$ cat config.mk
export PLATFORM = sky130hd
export DESIGN_NAME = ata_cmd_engine
export DESIGN_NICKNAME = d
export VERILOG_FILES = /design/src/inc/ata_cmd_pkg.sv /design/src/design/ata_cmd_engine.sv
export SDC_FILE = /design/constraint.sdc
export NUM_CORES = 2
export LEC_CHECK = 0
export ABC_CLOCK_PERIOD_IN_PS = 3200
export BUFFER_PORTS_ARGS = -buffer_cell sky130_fd_sc_hd__buf_4
export CAP_MARGIN = 10
export CORE_UTILIZATION = 25
export CTS_CLUSTER_DIAMETER = 50
export DETAILED_ROUTE_END_ITERATION = 8
export PLACE_DENSITY = 0.44
export SLEW_MARGIN = 20
export SYNTH_ARGS = -nofsm -noshare
export SYNTH_HDL_FRONTEND = slang
export SYNTH_SLANG_ARGS = --single-unit
$ cat constraint.sdc
create_clock -name clk -period 3.2 [get_ports clk]
set_input_delay 0.48 -clock clk [delete_from_list [all_inputs] [get_ports clk]]
set_output_delay 0.48 -clock clk [all_outputs]
set_load 0.02 [all_outputs]
$ cat src/inc/ata_cmd_pkg.sv
/*
 * Constants and carrier types for the task-file command engine.
 * Assumes a host controller that addresses the eight command-block
 * registers by a three-bit index, one access per clock.
 */
package ata_cmd_pkg;
    // Command-block register indices.
    localparam logic [2:0] A_DATA   = 3'h0;
    localparam logic [2:0] A_FEAT   = 3'h1;  // Write: feature, read: error.
    localparam logic [2:0] A_SCNT   = 3'h2;
    localparam logic [2:0] A_SNUM   = 3'h3;
    localparam logic [2:0] A_CYLLO  = 3'h4;
    localparam logic [2:0] A_CYLHI  = 3'h5;
    localparam logic [2:0] A_DEVHD  = 3'h6;
    localparam logic [2:0] A_CMD    = 3'h7;  // Write: command, read: status.

    // Opcodes.
    localparam logic [7:0] OP_IDLE_IMM   = 8'he1;
    localparam logic [7:0] OP_IDLE_IMM_2 = 8'h95;
    localparam logic [7:0] OP_INIT_PARMS = 8'h91;
    localparam logic [7:0] OP_NOP        = 8'h00;
    localparam logic [7:0] OP_READ_BUF   = 8'he4;

    // Status bit positions.
    localparam int ST_BSY = 7;
    localparam int ST_RDY = 6;
    localparam int ST_DF  = 5;
    localparam int ST_DSC = 4;
    localparam int ST_DRQ = 3;
    localparam int ST_COR = 2;
    localparam int ST_IDX = 1;
    localparam int ST_ERR = 0;
    // Error bit position.
    localparam int ER_ABT = 2;

    // Field layouts and sizes.
    localparam int HEAD_W    = 4;
    localparam int BUF_WORDS = 256;
    localparam int BUF_AW    = 8;
    localparam logic [7:0]        SPT_RST   = 8'h00;
    localparam logic [HEAD_W-1:0] HEADS_RST = 4'h0;
    localparam logic [7:0]        REG_RST   = 8'h00;
    localparam logic [7:0]        DEVHD_RST = 8'ha0;
    localparam logic [BUF_AW-1:0] PTR_LAST  = 8'hff;
    localparam logic [31:0]       APD_ONE   = 32'h0000_0001;

    typedef enum logic [3:0] {
        ST_READY = 4'b0001,
        ST_EXEC  = 4'b0010,
        ST_SPIN  = 4'b0100,
        ST_XFER  = 4'b1000
    } cmd_state_t;

    typedef struct packed {
        logic        wr;
        logic        rd;
        logic [2:0]  addr;
        logic [15:0] wdata;
    } tf_req_t;

    typedef struct packed {
        logic [7:0]        spt;
        logic [HEAD_W-1:0] heads_m1;
    } geom_t;
endpackage : ata_cmd_pkg

$ cat src/design/ata_cmd_engine.sv
/*
 * Task-file command engine for Idle Immediate, Initialize Device
 * Parameters, NOP and Read Buffer, with the automatic power-down timer.
 * Assumes host accesses arrive synchronous to clk, one per cycle, and
 * that another block fills the sector buffer on Write Buffer.
 */
`timescale 1ns/1ps

// Contract
// - Idle Immediate, under either opcode, enters performance idle.
// - Spin-up is started only when the spindle is stopped.
// - In idle the spindle keeps turning and commands are taken at once.
// - Idle Immediate leaves the power-down timeout and its enable alone.
// - Initialize Parameters stores sector count and low four head bits.
// - Stored geometry is presented for the identify data words.
// - Geometry lasts until reinit, power loss, reset or revert option.
// - Zero sectors per track means zero, never 256.
// - NOP always aborts with error and command-aborted flagged.
// - NOP subcode zero flushes the queue; nonzero leaves it.
// - NOP leaves the address registers as the host wrote them.
// - Read Buffer sends exactly one sector to the host.
// - The sector passes as 16-bit words through the data register.
// - Read Buffer reads the region last filled by Write Buffer.
// - Power-down timer sends the device to standby; access restarts it.
module ata_cmd_engine (
    input  wire logic                         clk,            // 100 MHz clock
    input  wire logic                         rst_b,          // Hard reset, async
    input  wire logic                         soft_rst,       // Soft reset pulse
    input  wire ata_cmd_pkg::tf_req_t         tf_req,         // Host register access
    output logic [15:0]                       tf_rdata_r,     // Read data, next cycle
    output logic                              intrq_r,        // Host interrupt level
    input  wire logic                         spindle_rot,    // Spindle at speed
    input  wire logic                         index_mark,     // Index sensor
    output logic                              spin_up_r,      // Spin-up request
    output logic                              standby_r,      // Standby power state
    input  wire logic                         apd_en,         // Power-down enabled
    input  wire logic [31:0]                  apd_limit,      // Timeout in cycles
    input  wire logic                         revert_set,     // Revert option set
    output ata_cmd_pkg::geom_t                geom_r,         // Identify geometry
    output logic                              queue_abort_r,  // Queue flush pulse
    input  wire logic                         wbuf_we,        // Buffer fill strobe
    input  wire logic [ata_cmd_pkg::BUF_AW-1:0] wbuf_addr,    // Buffer fill address
    input  wire logic [15:0]                  wbuf_data       // Buffer fill word
);

    // ************************************************************
    // Declarations
    // ************************************************************
    ata_cmd_pkg::cmd_state_t            state_r, state_nxt;
    logic [7:0]                         feat_r, scnt_r, snum_r;
    logic [7:0]                         cyllo_r, cylhi_r, devhd_r;
    logic [7:0]                         cmd_r;
    logic                               bsy_r, drq_r, err_r, abt_r;
    logic [ata_cmd_pkg::BUF_AW-1:0]     ptr_r;
    logic [31:0]                        apd_cnt_r;
    logic [15:0]                        sect_buf [ata_cmd_pkg::BUF_WORDS];

    // ************************************************************
    // Access decode
    // ************************************************************
    wire wr_cmd    = tf_req.wr && tf_req.addr == ata_cmd_pkg::A_CMD;
    wire wr_reg    = tf_req.wr && !bsy_r;
    wire rd_stat   = tf_req.rd && tf_req.addr == ata_cmd_pkg::A_CMD;
    wire rd_data   = tf_req.rd && tf_req.addr == ata_cmd_pkg::A_DATA;
    wire take_cmd  = wr_cmd && !bsy_r && !drq_r;
    wire host_acc  = tf_req.wr || tf_req.rd;
    wire is_idle   = cmd_r == ata_cmd_pkg::OP_IDLE_IMM
                  || cmd_r == ata_cmd_pkg::OP_IDLE_IMM_2;
    wire is_init   = cmd_r == ata_cmd_pkg::OP_INIT_PARMS;
    wire is_nop    = cmd_r == ata_cmd_pkg::OP_NOP;
    wire is_rdbuf  = cmd_r == ata_cmd_pkg::OP_READ_BUF;
    wire in_exec   = state_r == ata_cmd_pkg::ST_EXEC;
    wire in_spin   = state_r == ata_cmd_pkg::ST_SPIN;
    wire in_xfer   = state_r == ata_cmd_pkg::ST_XFER;
    wire xfer_pop  = in_xfer && rd_data;
    wire xfer_last = xfer_pop && ptr_r == ata_cmd_pkg::PTR_LAST;
    wire spin_done = in_spin && spindle_rot;
    wire do_abort  = in_exec && !is_idle && !is_init && !is_rdbuf;
    wire finish    = (in_exec && !is_rdbuf && !(is_idle && !spindle_rot))
                  || spin_done || xfer_last;
    wire apd_hit   = apd_en && !standby_r && apd_cnt_r >= apd_limit;

    wire [7:0] status_w = {bsy_r, !standby_r, 1'b0, spindle_rot,
                           drq_r, 1'b0, index_mark, err_r};
    wire [7:0] error_w  = {5'h00, abt_r, 2'h0};

    // ************************************************************
    // Command sequencer
    // ************************************************************
    always_comb begin
        state_nxt = state_r;
        case (state_r)
            ata_cmd_pkg::ST_READY: begin
                if (take_cmd) begin
                    state_nxt = ata_cmd_pkg::ST_EXEC;
                end
            end
            ata_cmd_pkg::ST_EXEC: begin
                if (is_idle && !spindle_rot) begin
                    state_nxt = ata_cmd_pkg::ST_SPIN;
                end else if (is_rdbuf) begin
                    state_nxt = ata_cmd_pkg::ST_XFER;
                end else begin
                    state_nxt = ata_cmd_pkg::ST_READY;
                end
            end
            ata_cmd_pkg::ST_SPIN: begin
                if (spindle_rot) begin
                    state_nxt = ata_cmd_pkg::ST_READY;
                end
            end
            ata_cmd_pkg::ST_XFER: begin
                if (xfer_last) begin
                    state_nxt = ata_cmd_pkg::ST_READY;
                end
            end
            default: begin
                state_nxt = ata_cmd_pkg::ST_READY;
            end
        endcase
    end

    always_ff @(posedge clk or negedge rst_b) begin
        if (!rst_b) begin
            state_r <= ata_cmd_pkg::ST_READY;
        end else if (soft_rst) begin
            state_r <= ata_cmd_pkg::ST_READY;
        end else begin
            state_r <= state_nxt;
        end
    end

    // ************************************************************
    // Host-written command block registers
    // ************************************************************
    // Only host writes change these, so NOP leaves them intact.
    always_ff @(posedge clk or negedge rst_b) begin
        if (!rst_b) begin
            feat_r  <= ata_cmd_pkg::REG_RST;
            scnt_r  <= ata_cmd_pkg::REG_RST;
            snum_r  <= ata_cmd_pkg::REG_RST;
            cyllo_r <= ata_cmd_pkg::REG_RST;
            cylhi_r <= ata_cmd_pkg::REG_RST;
            devhd_r <= ata_cmd_pkg::DEVHD_RST;
            cmd_r   <= ata_cmd_pkg::REG_RST;
        end else if (wr_reg) begin
            case (tf_req.addr)
                ata_cmd_pkg::A_FEAT:  feat_r  <= tf_req.wdata[7:0];
                ata_cmd_pkg::A_SCNT:  scnt_r  <= tf_req.wdata[7:0];
                ata_cmd_pkg::A_SNUM:  snum_r  <= tf_req.wdata[7:0];
                ata_cmd_pkg::A_CYLLO: cyllo_r <= tf_req.wdata[7:0];
                ata_cmd_pkg::A_CYLHI: cylhi_r <= tf_req.wdata[7:0];
                ata_cmd_pkg::A_DEVHD: devhd_r <= tf_req.wdata[7:0];
                ata_cmd_pkg::A_CMD:   cmd_r   <= tf_req.wdata[7:0];
                default: begin
                end
            endcase
        end
    end

    // ************************************************************
    // Status, error and interrupt
    // ************************************************************
    always_ff @(posedge clk or negedge rst_b) begin
        if (!rst_b) begin
            bsy_r <= 1'b0;
            drq_r <= 1'b0;
            err_r <= 1'b0;
            abt_r <= 1'b0;
        end else if (soft_rst) begin
            bsy_r <= 1'b0;
            drq_r <= 1'b0;
            err_r <= 1'b0;
            abt_r <= 1'b0;
        end else if (take_cmd) begin
            bsy_r <= 1'b1;
            err_r <= 1'b0;
            abt_r <= 1'b0;
        end else begin
            if (finish) begin
                bsy_r <= 1'b0;
            end
            if (in_exec && is_rdbuf) begin
                bsy_r <= 1'b0;
                drq_r <= 1'b1;
            end
            if (xfer_last) begin
                drq_r <= 1'b0;
            end
            if (do_abort) begin
                err_r <= 1'b1;
                abt_r <= 1'b1;
            end
        end
    end

    // The completion wins over a status read in the same cycle, so no
    // interrupt is lost when the host polls just as a command ends.
    always_ff @(posedge clk or negedge rst_b) begin
        if (!rst_b) begin
            intrq_r <= 1'b0;
        end else if (finish) begin
            intrq_r <= 1'b1;
        end else if (rd_stat || take_cmd || soft_rst) begin
            intrq_r <= 1'b0;
        end
    end

    // ************************************************************
    // Queue flush
    // ************************************************************
    always_ff @(posedge clk or negedge rst_b) begin
        if (!rst_b) begin
            queue_abort_r <= 1'b0;
        end else begin
            queue_abort_r <= in_exec && is_nop
                          && feat_r == ata_cmd_pkg::REG_RST;
        end
    end

    // ************************************************************
    // Geometry
    // ************************************************************
    always_ff @(posedge clk or negedge rst_b) begin
        if (!rst_b) begin
            geom_r <= '{spt: ata_cmd_pkg::SPT_RST, heads_m1: ata_cmd_pkg::HEADS_RST};
        end else if (soft_rst || revert_set) begin
            geom_r <= '{spt: ata_cmd_pkg::SPT_RST, heads_m1: ata_cmd_pkg::HEADS_RST};
        end else if (in_exec && is_init) begin
            // Zero is kept as zero; nothing maps it to 256.
            geom_r.spt      <= scnt_r;
            geom_r.heads_m1 <= devhd_r[ata_cmd_pkg::HEAD_W-1:0];
        end
    end

    // ************************************************************
    // Power state and spindle
    // ************************************************************
    // The timeout and its enable are inputs owned by the Idle command
    // logic; nothing here writes them.
    always_ff @(posedge clk or negedge rst_b) begin
        if (!rst_b) begin
            standby_r <= 1'b0;
            spin_up_r <= 1'b0;
        end else begin
            if (in_exec && is_idle) begin
                standby_r <= 1'b0;
                spin_up_r <= !spindle_rot;
            end else if (apd_hit) begin
                standby_r <= 1'b1;
            end
            if (spin_done) begin
                spin_up_r <= 1'b0;
            end
        end
    end

    // Counting stops in standby; any host access restarts the interval.
    always_ff @(posedge clk or negedge rst_b) begin
        if (!rst_b) begin
            apd_cnt_r <= '0;
        end else if (host_acc || !apd_en || standby_r) begin
            apd_cnt_r <= '0;
        end else if (!apd_hit) begin
            apd_cnt_r <= apd_cnt_r + ata_cmd_pkg::APD_ONE;
        end
    end

    // ************************************************************
    // Sector buffer and data port
    // ************************************************************
    always_ff @(posedge clk) begin
        if (wbuf_we) begin
            sect_buf[wbuf_addr] <= wbuf_data;
        end
    end

    always_ff @(posedge clk or negedge rst_b) begin
        if (!rst_b) begin
            ptr_r <= '0;
        end else if (take_cmd || soft_rst) begin
            ptr_r <= '0;
        end else if (xfer_pop) begin
            ptr_r <= ptr_r + 1'b1;
        end
    end

    // Reads are answered one cycle later; a data read outside a transfer
    // returns zero and does not advance the pointer.
    always_ff @(posedge clk or negedge rst_b) begin
        if (!rst_b) begin
            tf_rdata_r <= '0;
        end else if (tf_req.rd) begin
            case (tf_req.addr)
                ata_cmd_pkg::A_DATA:  tf_rdata_r <= in_xfer ? sect_buf[ptr_r] : '0;
                ata_cmd_pkg::A_FEAT:  tf_rdata_r <= {8'h00, error_w};
                ata_cmd_pkg::A_SCNT:  tf_rdata_r <= {8'h00, scnt_r};
                ata_cmd_pkg::A_SNUM:  tf_rdata_r <= {8'h00, snum_r};
                ata_cmd_pkg::A_CYLLO: tf_rdata_r <= {8'h00, cyllo_r};
                ata_cmd_pkg::A_CYLHI: tf_rdata_r <= {8'h00, cylhi_r};
                ata_cmd_pkg::A_DEVHD: tf_rdata_r <= {8'h00, devhd_r};
                default:              tf_rdata_r <= {8'h00, status_w};
            endcase
        end
    end

endmodule : ata_cmd_engine

==> metrics.md <==
| Metric | Value |
|---|---|
| Status | finished with violations |
| Violated checks | negative setup slack |
| Initial antenna violation count | 48 |
| Global-route wire length before repair | 774.0 mm |
| CP Capture Type | flip-flop |
| CTS tree | built |
| Initial Util | 25.15% |
| Worst Hold Class | primary input to flip-flop |
| Synth cell types | 76 |
| Dpl hpwl | 368.6 mm |
| Worst-Skew Late Latency | 1100 ps |
| Unrepaired setup endpoints after global routing | true |
| Min Tclk post-route | 3316 ps |
| Inst Count DP | 17310 |
| H-Tree Depth | 6 |
| WHS | 93.78 ps |
| # DRC | 0 |
| EDFF count, synth | 4096 |
| Ys Warns | 0 |
| CTS buffer count | 524 |
| Synth Flop Type | edfxtp_1 |
| Die area | 662200 um^2 |
| CP max stage delay | 630 ps |
| Max_cap viols | 0 |
| Final GP Congestion | 0.8712 |
| Cells after synthesis | 7868 |
| Cell-by-cell trace of the critical path | buf_12 > buf_12 > buf_16 > buf_12 > mux4_2 > mux4_2 > a22oi_2 > buf_4 > nand3_4 > o21ai_2 > buf_6 > o22ai_2 |
| WL/cell | 31.04 um |
| Power Total | 122.4 mW |
| Sw Share | 21.25% |
| WP data arrival | 4210 ps |
| Final setup viols | 15 |
| Flop pwr share | 50.0% |
| Max Slew Vio Count | 0 |
| Crit path max-delay cell type | mux4_2 |
| Largest fanout on the critical path | 7 |
| Chip width | 813.8 um |
| I/O Buffers | 108 |
| Core area | 655100 um^2 |
| Highest clock rate | 301.6 MHz |
| Setup CP Type | flip-flop to flip-flop |
| Layout cell share with drive strength beyond 1 | 36.58% |
| Least-Margin Pin Slew | 1180 ps |
| Sequential share of the synthesized area | 76.71% |
| Area Overhead vs Synth | 25.21% |
| Clock power frac | 48.2% |
| Worst setup margin | -115.7 ps |
| Top cell by count, worst path | buf_12 |
| Gate power share | 1.8% |
| Reg2Reg Setup Slack | -120 ps |
| Final net count | 9425 |
| Grt total ovfl | 0 |
| Gr usage total | 16.77% |
| CTS root buffer | clkbuf_16 |
| Worst slack at placement | -863.6 ps |
| Clock buffer depth | 4 |
| Final WL | 571.8 mm |
| Power density over the cells | 593.2 nW/um^2 |
| Final antenna-violating net count | 0 |
| Core Rows | 297 |
| Leakage power | 64.08 nW |
| Mapped cell area | 164700 um^2 |
| Post-DP Area | 185800 um^2 |
| Post-route cell area | 206300 um^2 |
| I/O pins | 117 |
| Setup TNS | -1013 ps |
| Crit-path leading delay family | multiplexers |
| Final cell count without fillers | 18420 |
| Die height | 813.8 um |
| Buf/Inv on CP | 6 |
| Largest net degree at the start of global routing | 121 |
| Synth Register Bits | 4231 |
| Worst vdd ir | 0.5735 mV |
| Clock Skew | 77.04 ps |
| Slew headroom | 21.36% |
| Crit path launch type | flip-flop |
| Drt pass-1 iters | 5 |
| Filler cell count | 62720 |
| Fin crit share | 103.6% |
| Syn_nets | 7987 |
| Clock slew at reported path FFs | 60 ps |
| Mean area per synthesized cell | 20.94 um^2 |
| DR iter-0 viols | 10110 |
| Vias per cell | 4.830 |
| Via count | 88970 |
| Int Power | 96.36 mW |
| Psw | 26.00 mW |
| Final core occ | 31.49% |
| Via count of the first global-routing pass | 90250 |
| Hold violation count in the final report | 0 |
| Synth async-reset ratio | 3.191% |
| WP data required | 4100 ps |
| TritonCTS sink count | 4231 |
-- area by class of cell --
class	instances	area, um^2	area share (%)
flip-flops and latches	4231	126400	61.28
repair buffers	1370	13980	6.779
inverters	50	201.4	0.09766
multi-input cells	3129	37540	18.20
well taps	8671	10850	5.259
diodes	25	62.56	0.03033
clock inverters	330	3496	1.695
clock buffers	615	13740	6.661
-- cells by family (layout without fill, tap and decap cells) --
| logic type | Yosys count | in the layout | synth area share, % |
|---|---|---|---|
| other | 0 | 25 | 0 |
| buffers and inverters | 508 | 2365 | 1.678 |
| AOI/OAI and AO/OA | 853 | 853 | 3.641 |
| xor gates and xnor gates | 13 | 13 | 0.06911 |
| adders and majority gates | 34 | 34 | 0.2582 |
| and+or+nand+nor | 859 | 859 | 2.404 |
| DFF | 4231 | 4231 | 76.71 |
| muxes | 1370 | 1370 | 15.24 |
-- synth_stat cells (all sizes together) (10+ instances only) --
master,count,area share [%]
mux2,73,0.50
a2111oi,18,0.099
nand2,158,0.36
mux2i,394,2.4
a22oi,128,0.58
a32oi,10,0.053
ha,34,0.26
nand3,90,0.27
nor2b,19,0.072
nor2,356,0.81
nor4,17,0.065
o31ai,21,0.096
inv,50,0.11
buf,267,1.1
or4,15,0.068
o21ai,70,0.21
mux4,903,12
or3,14,0.053
o221ai,105,0.56
nand2b,17,0.065
nand4,49,0.19
nor3,69,0.21
a21oi,159,0.48
xnor2,12,0.064
and3,12,0.046
o22ai,132,0.50
a31oi,22,0.084
dfrtp,132,2.0
a211oi,21,0.096
a21o,26,0.12
clkbuf,191,0.44
a221oi,30,0.16
edfxtp,4096,75
a22o,36,0.19
-- worst paths after layout --
check,endpoint,start,depth (start not counted)
setup / recovery,tf_rdata_r[6],ptr_r[0],12
hold / removal,sect_buf[234][8],wbuf_addr[7],4
setup reg to reg,tf_rdata_r[6],ptr_r[0],12
hold reg to reg,cyllo_r[1],cyllo_r[1],1
max in group asynchronous,ptr_r[2],rst_b,4
min in group asynchronous,devhd_r[5],rst_b,3
-- power by group through the flow --
stage / registers [mW] / clock network, mW / logic (mW)
final: 61.2 / 59.0 / 2.15
after global routing: 61.2 / 62.1 / 2.28
after CTS: 61.2 / 60.0 / 2.17
after detailed placement: 62.4 / 0 / 2.11
after global placement: 62.4 / 0 / 2.01
after floorplan: 62.3 / 0 / 0.440
-- layer usage --
metal | wire length, um | track usage (%) | part of all wire [%] | vias up
met3 | 40670 | 3.196 | 7.1 | 727
li1 | - | - | - | 36190
met5 | 57 | 0 | 0.010 | -
met4 | 17900 | 4.869 | 3.1 | 8
met1 | 244500 | 23.05 | 43 | 48620
met2 | 268600 | 27.06 | 47 | 3428
-- sequential cells by signal, summed over array words and instances, names as in the netlist, 4 cells and up --
signal and flops:
scnt_r 8, sect_buf 4096, ptr_r 8, cylhi_r 8, geom_r 12, snum_r 8
cyllo_r 8, devhd_r 8, state_r 4, tf_rdata_r 16, feat_r 8, cmd_r 8
apd_cnt_r 32
-- repair_timing --
action | in CTS | in global routing
gates resized for setup | 220 | 151
hold buffers | 34 | 0
gates cloned | 10 | 3
pin swaps | 38 | 48
setup endpoints to repair | 16 | 32
setup buffers | 51 | 53
hold endpoints to repair | 1001 | 0
-- placed cells by master, fill, tap and decap left out, drive strengths merged, types with 101 or more instances in the layout --
cell / n
dfrtp: 132
a22oi: 128
o22ai: 132
nand2: 158
clkinv: 214
mux2i: 394
a21oi: 159
clkbuf: 618
buf: 1331
inv: 101
edfxtp: 4096
o221ai: 105
mux4: 903
nor2: 356
-- worst register-to-register path, cell delays in order (launching register included) --
cell,delay [ps]
dfrtp_4,440
buf_12,180
buf_12,170
buf_16,160
buf_12,160
mux4_2,560
mux4_2,630
a22oi_2,220
buf_4,160
nand3_4,100
o21ai_2,100
buf_6,180
o22ai_2,80
Note: power is estimated with default switching activity, not from simulation.
